<file path="src/shared/wsts_pkg.sv">
package wsts_pkg;

    // Number of schedule timers.
    localparam int unsigned NUM_TIMERS = 4;
    // Minutes in one day, the width of time fields, the start time limits and the reset time.
    localparam int unsigned TIME_W = 11;
    localparam logic [10:0] MIN_PER_DAY = 11'h5a0;
    localparam logic [10:0] MAX_START_12H = 11'h59f;
    localparam logic [10:0] MAX_START_24H = 11'h5a0;
    localparam logic [10:0] TIME_RST = 11'h000;

    // Day selection codes.
    localparam logic [3:0] DAY_OFF = 4'h0;
    localparam logic [3:0] DAY_DAILY = 4'h1;
    localparam logic [3:0] DAY_WEEKDAYS = 4'h2;
    localparam logic [3:0] DAY_WEEKEND = 4'h3;
    localparam logic [3:0] DAY_MONDAY = 4'h4;
    localparam logic [3:0] DAY_SUNDAY = 4'ha;
    // Weekday numbering of the clock source, Monday first.
    localparam logic [2:0] WD_SATURDAY = 3'h5;
    localparam logic [2:0] WD_SUNDAY = 3'h6;

    // Action codes.
    localparam logic [1:0] ACT_OUTPUT_ONLY = 2'h0;
    localparam logic [1:0] ACT_RUN = 2'h1;
    localparam logic [1:0] ACT_RUN_NO_PI = 2'h2;
    localparam logic [1:0] ACT_ALTERNATE = 2'h3;

    // Reference source codes; code 6 is not a valid source.
    localparam logic [2:0] REF_PRESET_ONE = 3'h0;
    localparam logic [2:0] REF_TERMINALS = 3'h4;
    localparam logic [2:0] REF_SERIAL = 3'h5;
    localparam logic [2:0] REF_UNUSED = 3'h6;
    localparam logic [2:0] REF_PULSE = 3'h7;

    // Register map: each timer owns a block of eight words, five of them registers.
    localparam logic [7:0] TIMER_STRIDE = 8'h20;
    localparam logic [4:0] OFS_START = 5'h00;
    localparam logic [4:0] OFS_STOP = 5'h04;
    localparam logic [4:0] OFS_DAY = 5'h08;
    localparam logic [4:0] OFS_ACTION = 5'h0c;
    localparam logic [4:0] OFS_REF = 5'h10;
    localparam logic [7:0] ADDR_CONTROL = 8'h80;
    localparam logic [7:0] ADDR_STATUS = 8'h84;
    // Control register field positions and reset value.
    localparam int unsigned CTRL_FORMAT_BIT = 0;
    localparam int unsigned CTRL_LEGACY_BIT = 1;
    localparam logic [1:0] CTRL_RST = 2'h0;

    // Configuration of one timer.
    typedef struct packed {
        logic [10:0] start_time;
        logic [10:0] stop_time;
        logic [3:0] day_select;
        logic [1:0] action_select;
        logic [2:0] reference_source;
    } wsts_cfg_t;

    // Current time and weekday from the clock source.
    typedef struct packed {
        logic [10:0] minute_of_day;
        logic [2:0] weekday;
        logic minute_tick;
    } wsts_now_t;

endpackage

</file>
<file path="src/design/wsts_timer.sv">
`timescale 1ns/1ps
`default_nettype none
module wsts_timer (
    // Clock and reset.
    input wire logic pclk,
    input wire logic presetn,
    // Configuration and current time.
    input wire wsts_pkg::wsts_cfg_t cfg,
    input wire wsts_pkg::wsts_now_t now,
    input wire logic legacy_mode,
    // Activity of this timer.
    output logic active_q
);

    // True when the given weekday is one of the days the code selects.
    function automatic logic day_hit(input logic [3:0] code, input logic [2:0] wd);
        logic hit;
        hit = 1'b0;
        case (code)
            wsts_pkg::DAY_OFF: hit = 1'b0;
            wsts_pkg::DAY_DAILY: hit = 1'b1;
            wsts_pkg::DAY_WEEKDAYS: hit = (wd < wsts_pkg::WD_SATURDAY);
            wsts_pkg::DAY_WEEKEND: hit = (wd >= wsts_pkg::WD_SATURDAY) && (wd <= wsts_pkg::WD_SUNDAY);
            default: begin
                hit = (code >= wsts_pkg::DAY_MONDAY) && (code <= wsts_pkg::DAY_SUNDAY)
                    && (code == (wsts_pkg::DAY_MONDAY + {1'b0, wd}));
            end
        endcase
        return hit;
    endfunction

    // A setting of 24:00 matches the midnight that ends the day.
    function automatic logic time_hit(input logic [10:0] t, input logic [10:0] cur);
        return (cur == t) || ((t == wsts_pkg::MIN_PER_DAY) && (cur == wsts_pkg::TIME_RST));
    endfunction

    logic enabled; // Timer has a day code and is not vetoed by legacy mode.
    logic today; // Today is a selected day.
    logic single_day; // Exactly one weekday is selected.
    logic at_start; // Current minute equals the start time.
    logic at_stop; // Current minute equals the stop time.
    logic at_midnight; // Current minute is the start of a day.

    // Decode of the configuration against the current time.
    always_comb begin
        enabled = (cfg.day_select != wsts_pkg::DAY_OFF)
            && !(legacy_mode && (cfg.start_time > cfg.stop_time));
        today = day_hit(cfg.day_select, now.weekday);
        single_day = (cfg.day_select >= wsts_pkg::DAY_MONDAY);
        at_start = time_hit(cfg.start_time, now.minute_of_day);
        at_stop = time_hit(cfg.stop_time, now.minute_of_day);
        at_midnight = (now.minute_of_day == wsts_pkg::TIME_RST);
    end

    // Activity is set only on the minute tick of the clock source; a disabled timer clears at once.
    always_ff @(posedge pclk or negedge presetn) begin
        if (!presetn) begin
            active_q <= 1'b0;
        end else if (!enabled) begin
            active_q <= 1'b0;
        end else if (now.minute_tick) begin
            if (cfg.start_time == cfg.stop_time) begin
                // Equal times: the start minute re-arms on every selected day.
                if (at_start) begin
                    active_q <= today;
                end else if (at_midnight && single_day && !today) begin
                    active_q <= 1'b0;
                end
            end else if (!active_q) begin
                // Starting needs the start minute on a selected day.
                if (at_start && today) begin
                    active_q <= 1'b1;
                end
            end else if (at_stop) begin
                // The stop may fall on the next day when the span crosses midnight.
                active_q <= 1'b0;
            end
        end
    end

endmodule // wsts_timer
`default_nettype wire

</file>
<file path="src/design/wsts_top.sv">
// The address map and the APB slave port were chosen for this implementation.
`timescale 1ns/1ps
`default_nettype none
module wsts_top (
    // Clock and reset.
    input wire logic pclk,
    input wire logic presetn,
    // APB slave.
    input wire logic psel,
    input wire logic penable,
    input wire logic pwrite,
    input wire logic [7:0] paddr,
    input wire logic [31:0] pwdata,
    output logic [31:0] prdata,
    output logic pready,
    output logic pslverr,
    // Time from the clock source.
    input wire wsts_pkg::wsts_now_t now,
    // Per-timer status.
    output logic [3:0] timer_active,
    // Applied action.
    output logic digital_output_only,
    output logic run_request,
    output logic pi_disable,
    output logic alternation_permit,
    // Applied speed reference.
    output logic reference_valid,
    output logic [2:0] reference_select
);

    wsts_pkg::wsts_cfg_t cfg_q [wsts_pkg::NUM_TIMERS]; // Timer configurations.
    logic [1:0] ctrl_q; // Format and legacy mode bits.
    logic [3:0] active; // Activity from the timer units.
    logic apb_access; // Access phase of any transfer.
    logic [1:0] tsel; // Timer addressed by paddr.
    logic [4:0] tofs; // Offset within the timer block.
    logic in_timers; // Address falls in the timer blocks.
    logic mapped; // Address names a register.
    logic [10:0] start_max; // Highest start time for the current format.
    logic [1:0] winner; // Index of the governing timer.
    logic any_active; // Some timer is active.
    wsts_pkg::wsts_cfg_t wcfg; // Configuration of the governing timer.

    // Address decode; the bus never inserts wait states.
    always_comb begin
        apb_access = psel && penable;
        tsel = paddr[6:5];
        tofs = paddr[4:0];
        in_timers = (paddr[7] == 1'b0);
        mapped = 1'b0;
        if (in_timers) begin
            mapped = (tofs == wsts_pkg::OFS_START) || (tofs == wsts_pkg::OFS_STOP)
                || (tofs == wsts_pkg::OFS_DAY) || (tofs == wsts_pkg::OFS_ACTION)
                || (tofs == wsts_pkg::OFS_REF);
        end else begin
            mapped = (paddr == wsts_pkg::ADDR_CONTROL) || (paddr == wsts_pkg::ADDR_STATUS);
        end
        if (ctrl_q[wsts_pkg::CTRL_FORMAT_BIT]) begin
            start_max = wsts_pkg::MAX_START_24H;
        end else begin
            start_max = wsts_pkg::MAX_START_12H;
        end
    end

    assign pready = 1'b1;
    assign pslverr = apb_access && !mapped;

    // Timer configuration writes; an out-of-range start time is clamped.
    always_ff @(posedge pclk or negedge presetn) begin
        if (!presetn) begin
            for (int i = 0; i < wsts_pkg::NUM_TIMERS; i++) begin
                cfg_q[i].start_time <= wsts_pkg::TIME_RST;
                cfg_q[i].stop_time <= wsts_pkg::TIME_RST;
                cfg_q[i].day_select <= wsts_pkg::DAY_OFF;
                cfg_q[i].action_select <= wsts_pkg::ACT_OUTPUT_ONLY;
                cfg_q[i].reference_source <= wsts_pkg::REF_PRESET_ONE;
            end
        end else if (apb_access && pwrite && in_timers) begin
            case (tofs)
                wsts_pkg::OFS_START: begin
                    if (pwdata[10:0] > start_max) begin
                        cfg_q[tsel].start_time <= start_max;
                    end else begin
                        cfg_q[tsel].start_time <= pwdata[10:0];
                    end
                end
                wsts_pkg::OFS_STOP: cfg_q[tsel].stop_time <= pwdata[10:0];
                wsts_pkg::OFS_DAY: cfg_q[tsel].day_select <= pwdata[3:0];
                wsts_pkg::OFS_ACTION: cfg_q[tsel].action_select <= pwdata[1:0];
                wsts_pkg::OFS_REF: cfg_q[tsel].reference_source <= pwdata[2:0];
                default: begin
                    // Holes in the timer block take no write.
                end
            endcase
        end
    end

    // Control register write.
    always_ff @(posedge pclk or negedge presetn) begin
        if (!presetn) begin
            ctrl_q <= wsts_pkg::CTRL_RST;
        end else if (apb_access && pwrite && (paddr == wsts_pkg::ADDR_CONTROL)) begin
            ctrl_q <= pwdata[1:0];
        end
    end

    // Read mux; unmapped addresses read zero.
    always_comb begin
        prdata = 32'h0000_0000;
        if (apb_access && !pwrite) begin
            if (in_timers) begin
                case (tofs)
                    wsts_pkg::OFS_START: prdata = {21'h0, cfg_q[tsel].start_time};
                    wsts_pkg::OFS_STOP: prdata = {21'h0, cfg_q[tsel].stop_time};
                    wsts_pkg::OFS_DAY: prdata = {28'h0, cfg_q[tsel].day_select};
                    wsts_pkg::OFS_ACTION: prdata = {30'h0, cfg_q[tsel].action_select};
                    wsts_pkg::OFS_REF: prdata = {29'h0, cfg_q[tsel].reference_source};
                    default: prdata = 32'h0000_0000;
                endcase
            end else if (paddr == wsts_pkg::ADDR_CONTROL) begin
                prdata = {30'h0, ctrl_q};
            end else if (paddr == wsts_pkg::ADDR_STATUS) begin
                prdata = {25'h0, any_active, winner, timer_active};
            end
        end
    end

    // One scheduling unit for each timer.
    for (genvar g = 0; g < wsts_pkg::NUM_TIMERS; g++) begin : g_timer
        wsts_timer u_timer (
            .pclk(pclk),
            .presetn(presetn),
            .cfg(cfg_q[g]),
            .now(now),
            .legacy_mode(ctrl_q[wsts_pkg::CTRL_LEGACY_BIT]),
            .active_q(active[g])
        );
    end

    // Priority: the lowest-numbered active timer governs.
    always_comb begin
        winner = 2'h0;
        any_active = |active;
        for (int i = wsts_pkg::NUM_TIMERS - 1; i >= 0; i--) begin
            if (active[i]) begin
                winner = 2'(i);
            end
        end
        wcfg = cfg_q[winner];
    end

    // Applied action and reference, registered.
    always_ff @(posedge pclk or negedge presetn) begin
        if (!presetn) begin
            timer_active <= 4'h0;
            digital_output_only <= 1'b0;
            run_request <= 1'b0;
            pi_disable <= 1'b0;
            alternation_permit <= 1'b0;
            reference_valid <= 1'b0;
            reference_select <= wsts_pkg::REF_PRESET_ONE;
        end else begin
            timer_active <= active;
            digital_output_only <= any_active
                && (wcfg.action_select == wsts_pkg::ACT_OUTPUT_ONLY);
            run_request <= any_active && ((wcfg.action_select == wsts_pkg::ACT_RUN)
                || (wcfg.action_select == wsts_pkg::ACT_RUN_NO_PI));
            pi_disable <= any_active && (wcfg.action_select == wsts_pkg::ACT_RUN_NO_PI);
            alternation_permit <= any_active && (wcfg.action_select == wsts_pkg::ACT_ALTERNATE)
                && (wcfg.day_select != wsts_pkg::DAY_OFF);
            if (any_active && ((wcfg.action_select == wsts_pkg::ACT_RUN)
                || (wcfg.action_select == wsts_pkg::ACT_RUN_NO_PI))
                && (wcfg.reference_source != wsts_pkg::REF_UNUSED)) begin
                reference_valid <= 1'b1;
                reference_select <= wcfg.reference_source;
            end else begin
                reference_valid <= 1'b0;
                reference_select <= wsts_pkg::REF_PRESET_ONE;
            end
        end
    end

endmodule // wsts_top
`default_nettype wire

</file>
<file path="config.mk">
export PLATFORM = sky130hd
export DESIGN_NAME = wsts_top
export DESIGN_NICKNAME = d
export VERILOG_FILES = /design/src/shared/wsts_pkg.sv /design/src/design/wsts_timer.sv /design/src/design/wsts_top.sv
export SDC_FILE = /design/constraint.sdc
export NUM_CORES = 1
export LEC_CHECK = 0
export BUFFER_PORTS_ARGS = -buffer_cell sky130_fd_sc_hd__buf_2
export CORE_MARGIN = 5
export CORE_UTILIZATION = 44
export DETAILED_ROUTE_END_ITERATION = 8
export PLACE_DENSITY = 0.7
export SYNTH_ARGS = -nofsm -noshare
export SYNTH_HDL_FRONTEND = slang
export SYNTH_SLANG_ARGS = --single-unit
export TNS_END_PERCENT = 100
</file>
<file path="constraint.sdc">
create_clock -name pclk -period 4.1 [get_ports pclk]
set_clock_uncertainty 0.1 [all_clocks]
set_input_delay 0 -clock pclk [delete_from_list [all_inputs] [get_ports pclk]]
set_output_delay 0 -clock pclk [all_outputs]
set_load 0.02 [all_outputs]
</file>
After elaboration in Yosys (flattened, before gate mapping)
Index checks and enable logic that the tools add are counted.
Word-level totals
  register bits: 142
  latch bits: 0
  memory bits (writable): 0
  memory bits (read-only): 0
  input bits: 60
  output and inout bits: 46
  word-level logic and storage cells: 275
  memories kept: 0
Operators by class
  add/subtract/negate cells: 1
  multipliers: 0
  div/mod/pow operators: 0
  $lt $le $gt $ge: 19
  equality and inequality tests: 54
  shift operators: 0
  mux-type cells: 73
  bitwise logic cells: 3
  reductions and logical operators: 93
Operator list (number)
  124-bit bitwise mux: 6
  124-bit one-hot mux with 5 select lines: 1
  31-bit demux with 2-bit select: 5
  11-bit == test: 12
  31-bit binary-select mux with 2-bit select: 2
  124-bit 2-to-1 mux: 1
  31-bit 2-to-1 mux: 3
  11-bit == test, second input constant: 8
  32-bit 2-to-1 mux: 2
  11-bit > comparator: 5
  11-bit one-hot mux with 5 select lines: 1
  1-bit logical AND: 50
  1-bit 2-to-1 mux: 34
  4-bit by 2-bit == test with 1-bit output, second input constant: 8
  9-bit 2-to-1 mux: 3
  20-bit 2-to-1 mux: 1
  4-bit nonzero test: 5
  4-bit by 1-bit == test with 1-bit output, second input constant: 4
  4-bit == test: 4
  8-bit == test, second input constant: 2
  4-bit by 3-bit greater-or-equal comparator with 1-bit output, second input constant: 4
  4-bit <= comparator, second input constant: 4
  4-bit zero test: 4
  4-bit != test, second input constant: 4
  other kinds (28): 70

Depth between registers and ports, before layout
  depth after elaboration: 13
  gate-level depth with buffers: 11
  depth with buffers taken out: 9

Cells and area by module
From an unflattened synthesis, not the netlist that was laid out.
Unflattened totals
  cell total of the unflattened synthesis: 980
  area, all modules: 10110.9 µm²
By module, submodules not included
  wsts_top: times used 1, cells an instance 560, area an instance 7023.0 µm², sequential area each 3453.3 µm²
  wsts_timer: times used 4, cells an instance 105, area an instance 772.0 µm², sequential area each 25.0 µm²

Least setup slack after synthesis
Ideal clock, no wire load.
  kind: flip-flop to flip-flop
  start: register ctrl_q[0]
  end: register (tool-made name)
  setup time: 0.132 ns
  arrival: 2.101 ns
  data required time: 3.868 ns
  setup slack: 1.767 ns
  cell stages (with the launch flop): 10
  buffers on the path: 1
  period minus slack after synthesis: 2.333 ns
  path through: dfrtp_1 > ha_1 > nor2b_1 > o21ai_0 > a21oi_1 > a2111oi_0 > o21ai_0 > buf_2 > mux2i_1 > o21ai_0
RTL lines
  from (decl): RTL line wsts_top.sv:32  | logic [1:0] ctrl_q;
  from (signal assigned): RTL line wsts_top.sv:101  | ctrl_q <= wsts_pkg::CTRL_RST;
  from (signal assigned): RTL line wsts_top.sv:103  | ctrl_q <= pwdata[1:0];

==> impl_results.md <==
- Sequential cell area: 0.00355 mm^2
- CTS tree: built
- Pwr Density: 324 mW/mm^2
- Final count of pins violating max slew: 0
- Placed cells: 1358
- Die ar.: 0.0254 mm^2
- Synthesized instance count: 1058
- Root buffer cell: clkbuf_16
- Status: complete, no violations
- Fillers: 2057
- Ports: 106
- FFs w/ async S/R, synth: 100%
- CP arrival: 3.37 ns
- Synth unique cells: 58
- Final-stage net count: 1222
- Hold Fails Final Rpt: 0
- Antenna diodes: 0
- Vias: 8590
- DRT iter0 DRCs: 982
- Peak supply drop: 0.254 mV
- Seq pwr share: 41.0%
- P_sw: 943 uW
- Top_reg_cell synth: dfrtp_1
- Fmax: 0.315 GHz
- H-Tree Level Count: 4
- Num rows: 54
- RSZ-0062 raised after global routing: false
- Postcts setup bufs: 0
- Via density: 6.13
- Setup violators final: 0
- Startpoint Class: flop
- Min-Delay Path Class: primary input to flop
- Synthesized cell area: 0.00980 mm^2
- Largest net degree at the start of global routing: 81
- CP required: 4.30 ns
- Leak: 0.00495 uW
- DRC: 0
- Clock transition at path regs: 0.06 ns
- Area taken by multi-input logic gates: 0.00572 mm^2
- Synth Register Bits: 142
- Layout cells sized above 1: 16.0%
- TritonCTS buffer count: 17
- Drt pass-1 iters: 6
- Clock power share: 49.1%
- DP HPWL: 23.7 mm
- Tot GR Track Use: 24.8%
- CP Class: flop to flop
- CP Capture Type: flop
- Post-synthesis sequential area ratio: 36.2%
- Placer Congestion: 0.997
- Gr ovfl total: 0
- Width of the die: 159 um
- Max_cap viols: 0
- Setup TNS: 0 ns
- Post-synth EDFFs: 0
- CORE AREA: 0.0219 mm^2
- Routed len/inst: 22.8 um
- Worst-path fanout max: 12
- Clock buffer depth: 2
- Antenna viol nets, final: 0
- Switching part of the total power: 26.4%
- Crit path time final: 3.18 ns
- Clk_lat worst skew: 0.43 ns
- Clock sink count: 142
- Slew at the pin closest to its max-slew limit: 1.22 ns
- Logic pwr share: 9.9%
- Mapped Avg Cell Area: 9.27 um^2
- Internal power: 2630 uW
- Initial antenna violation count: 1
- Yosys Warn Count: 0
- Die Ht: 159 um
- Vias in the first global route: 8449
- Post-Route WL: 31.9 mm
- Global-route wire length before repair: 49.4 mm
- Layout area overhead: 12.3%
- Non-Filler Instances: 1402
- Crit share post-route: 77.5%
- Worst slew margin: 18.2%
- Port Buf Inserts: 62
- Initial core utilization: 44.8%
-- per-layer routing --
metal | global-route usage, % | part of all wire, % | up-vias
met2 | 39.1 | 46 | 449
li1 | - | - | 3838
met1 | 32.7 | 40 | 4205
met5 | 0 | 0 | -
met4 | 12.2 | 5.1 | 0
met3 | 5.05 | 8.7 | 98
-- power groups by stage --
stage | clock (uW) | sequential (uW) | combinational [uW]
after global placement | 0 | 1490 | 332
final | 1750 | 1460 | 353
after floorplan | 0 | 1470 | 236
after detailed placement | 0 | 1490 | 339
after global routing | 1800 | 1470 | 385
after CTS | 1750 | 1460 | 349
-- metrics by stage --
step / util, % / setup slack [ns] / power, uW / instance area, um^2 / hold WS [ns]
global placement: 46.8 / 1.12 / 1820 / 10200 / -0.00839
CTS: 50.3 / 0.965 / 3570 / 11000 / 0.0161
floorplan: - / 1.77 / 1700 / 9880 / -0.396
finish: 50.3 / 0.924 / 3570 / 11000 / 0.0246
detailed placement: 46.8 / 0.961 / 1830 / 10200 / -0.00787
global route: 50.3 / 0.734 / 3650 / 11000 / 0.0326
-- worst max-delay path: stages (launching register included) --
cell,delay (ns)
dfrtp_1,0.52
inv_1,0.22
ha_1,0.35
nand4_1,0.12
a21oi_1,0.13
a2111oi_0,0.08
o21ai_1,0.90
mux2i_1,0.47
o21ai_0,0.16
-- area by class of cell --
| type | instances | area share [%] |
|---|---|---|
| Clock buffer | 19 | 3.93 |
| Clock inverter | 13 | 1.92 |
| Inverter | 54 | 1.84 |
| Multi-Input combinational cell | 807 | 52.0 |
| Sequential cell | 142 | 32.3 |
| Tap cell | 280 | 3.18 |
| Timing Repair Buffer | 87 | 4.85 |
-- cells by family (layout without fill, tap and decap cells) --
logic type | count (synthesis) | count (layout) | share of synthesized area (%)
other cells | 2 | 22 | 0.0766
fa+ha+maj | 53 | 53 | 6.76
compound gates | 211 | 211 | 12.3
flops | 142 | 142 | 36.2
simple gates | 351 | 351 | 17.1
mux | 77 | 77 | 13.0
buf+inv | 129 | 173 | 6.15
xor+xnor | 93 | 93 | 8.31
-- synth_stat cells (all sizes together), types with 6 or more instances --
library cell	number	area (um^2)
a21oi	37	185
a22oi	14	105
and2	6	37.5
buf	51	310
clkbuf	24	90.1
dfrtp	142	3550
ha	53	663
inv	54	203
mux2	31	349
mux2i	9	90.1
mux4	37	837
nand2	147	552
nand3	16	80.1
nand3b	12	90.1
nand4	22	138
nor2	64	243
nor2b	8	50.1
nor3	22	115
nor4	27	175
o21ai	120	601
xnor2	22	193
xor2	71	622
-- placed cells by master, fill, tap and decap left out, types with 26 or more instances in the layout --
master,synthesis,layout
buf_2,26,61
ha_1,53,53
a21oi_1,37,37
nor4_1,26,26
nor2_1,63,63
inv_1,54,54
o21ai_0,119,118
mux2_2,31,31
dfrtp_1,142,142
mux4_2,36,36
nand2_1,147,147
xor2_1,71,71
-- path summary, 6_finish.rpt --
path / start / endpoint / slack, ns / cells past startpoint
max in group asynchronous: presetn / asynchronous set/reset pin / 2.91 / 3
worst max register to register: ctrl_q[0] / flop / 0.92 / 8
worst min register to register: g_timer[2].u_timer.active_q / timer_active[2] / 0.38 / 0
worst max-delay path: ctrl_q[0] / flop / 0.92 / 8
min in group asynchronous: presetn / asynchronous set/reset pin / 0.06 / 2
worst min-delay path: pwdata[1] / flop / 0.02 / 4
-- timing repair --
action	in CTS	in global routing
endpoints found under the setup margin	0	0
hold buffers	12	0
hold endpoints to repair	144	0
gates resized for setup	0	0
No activity file was read; power rests on OpenSTA's default activity.
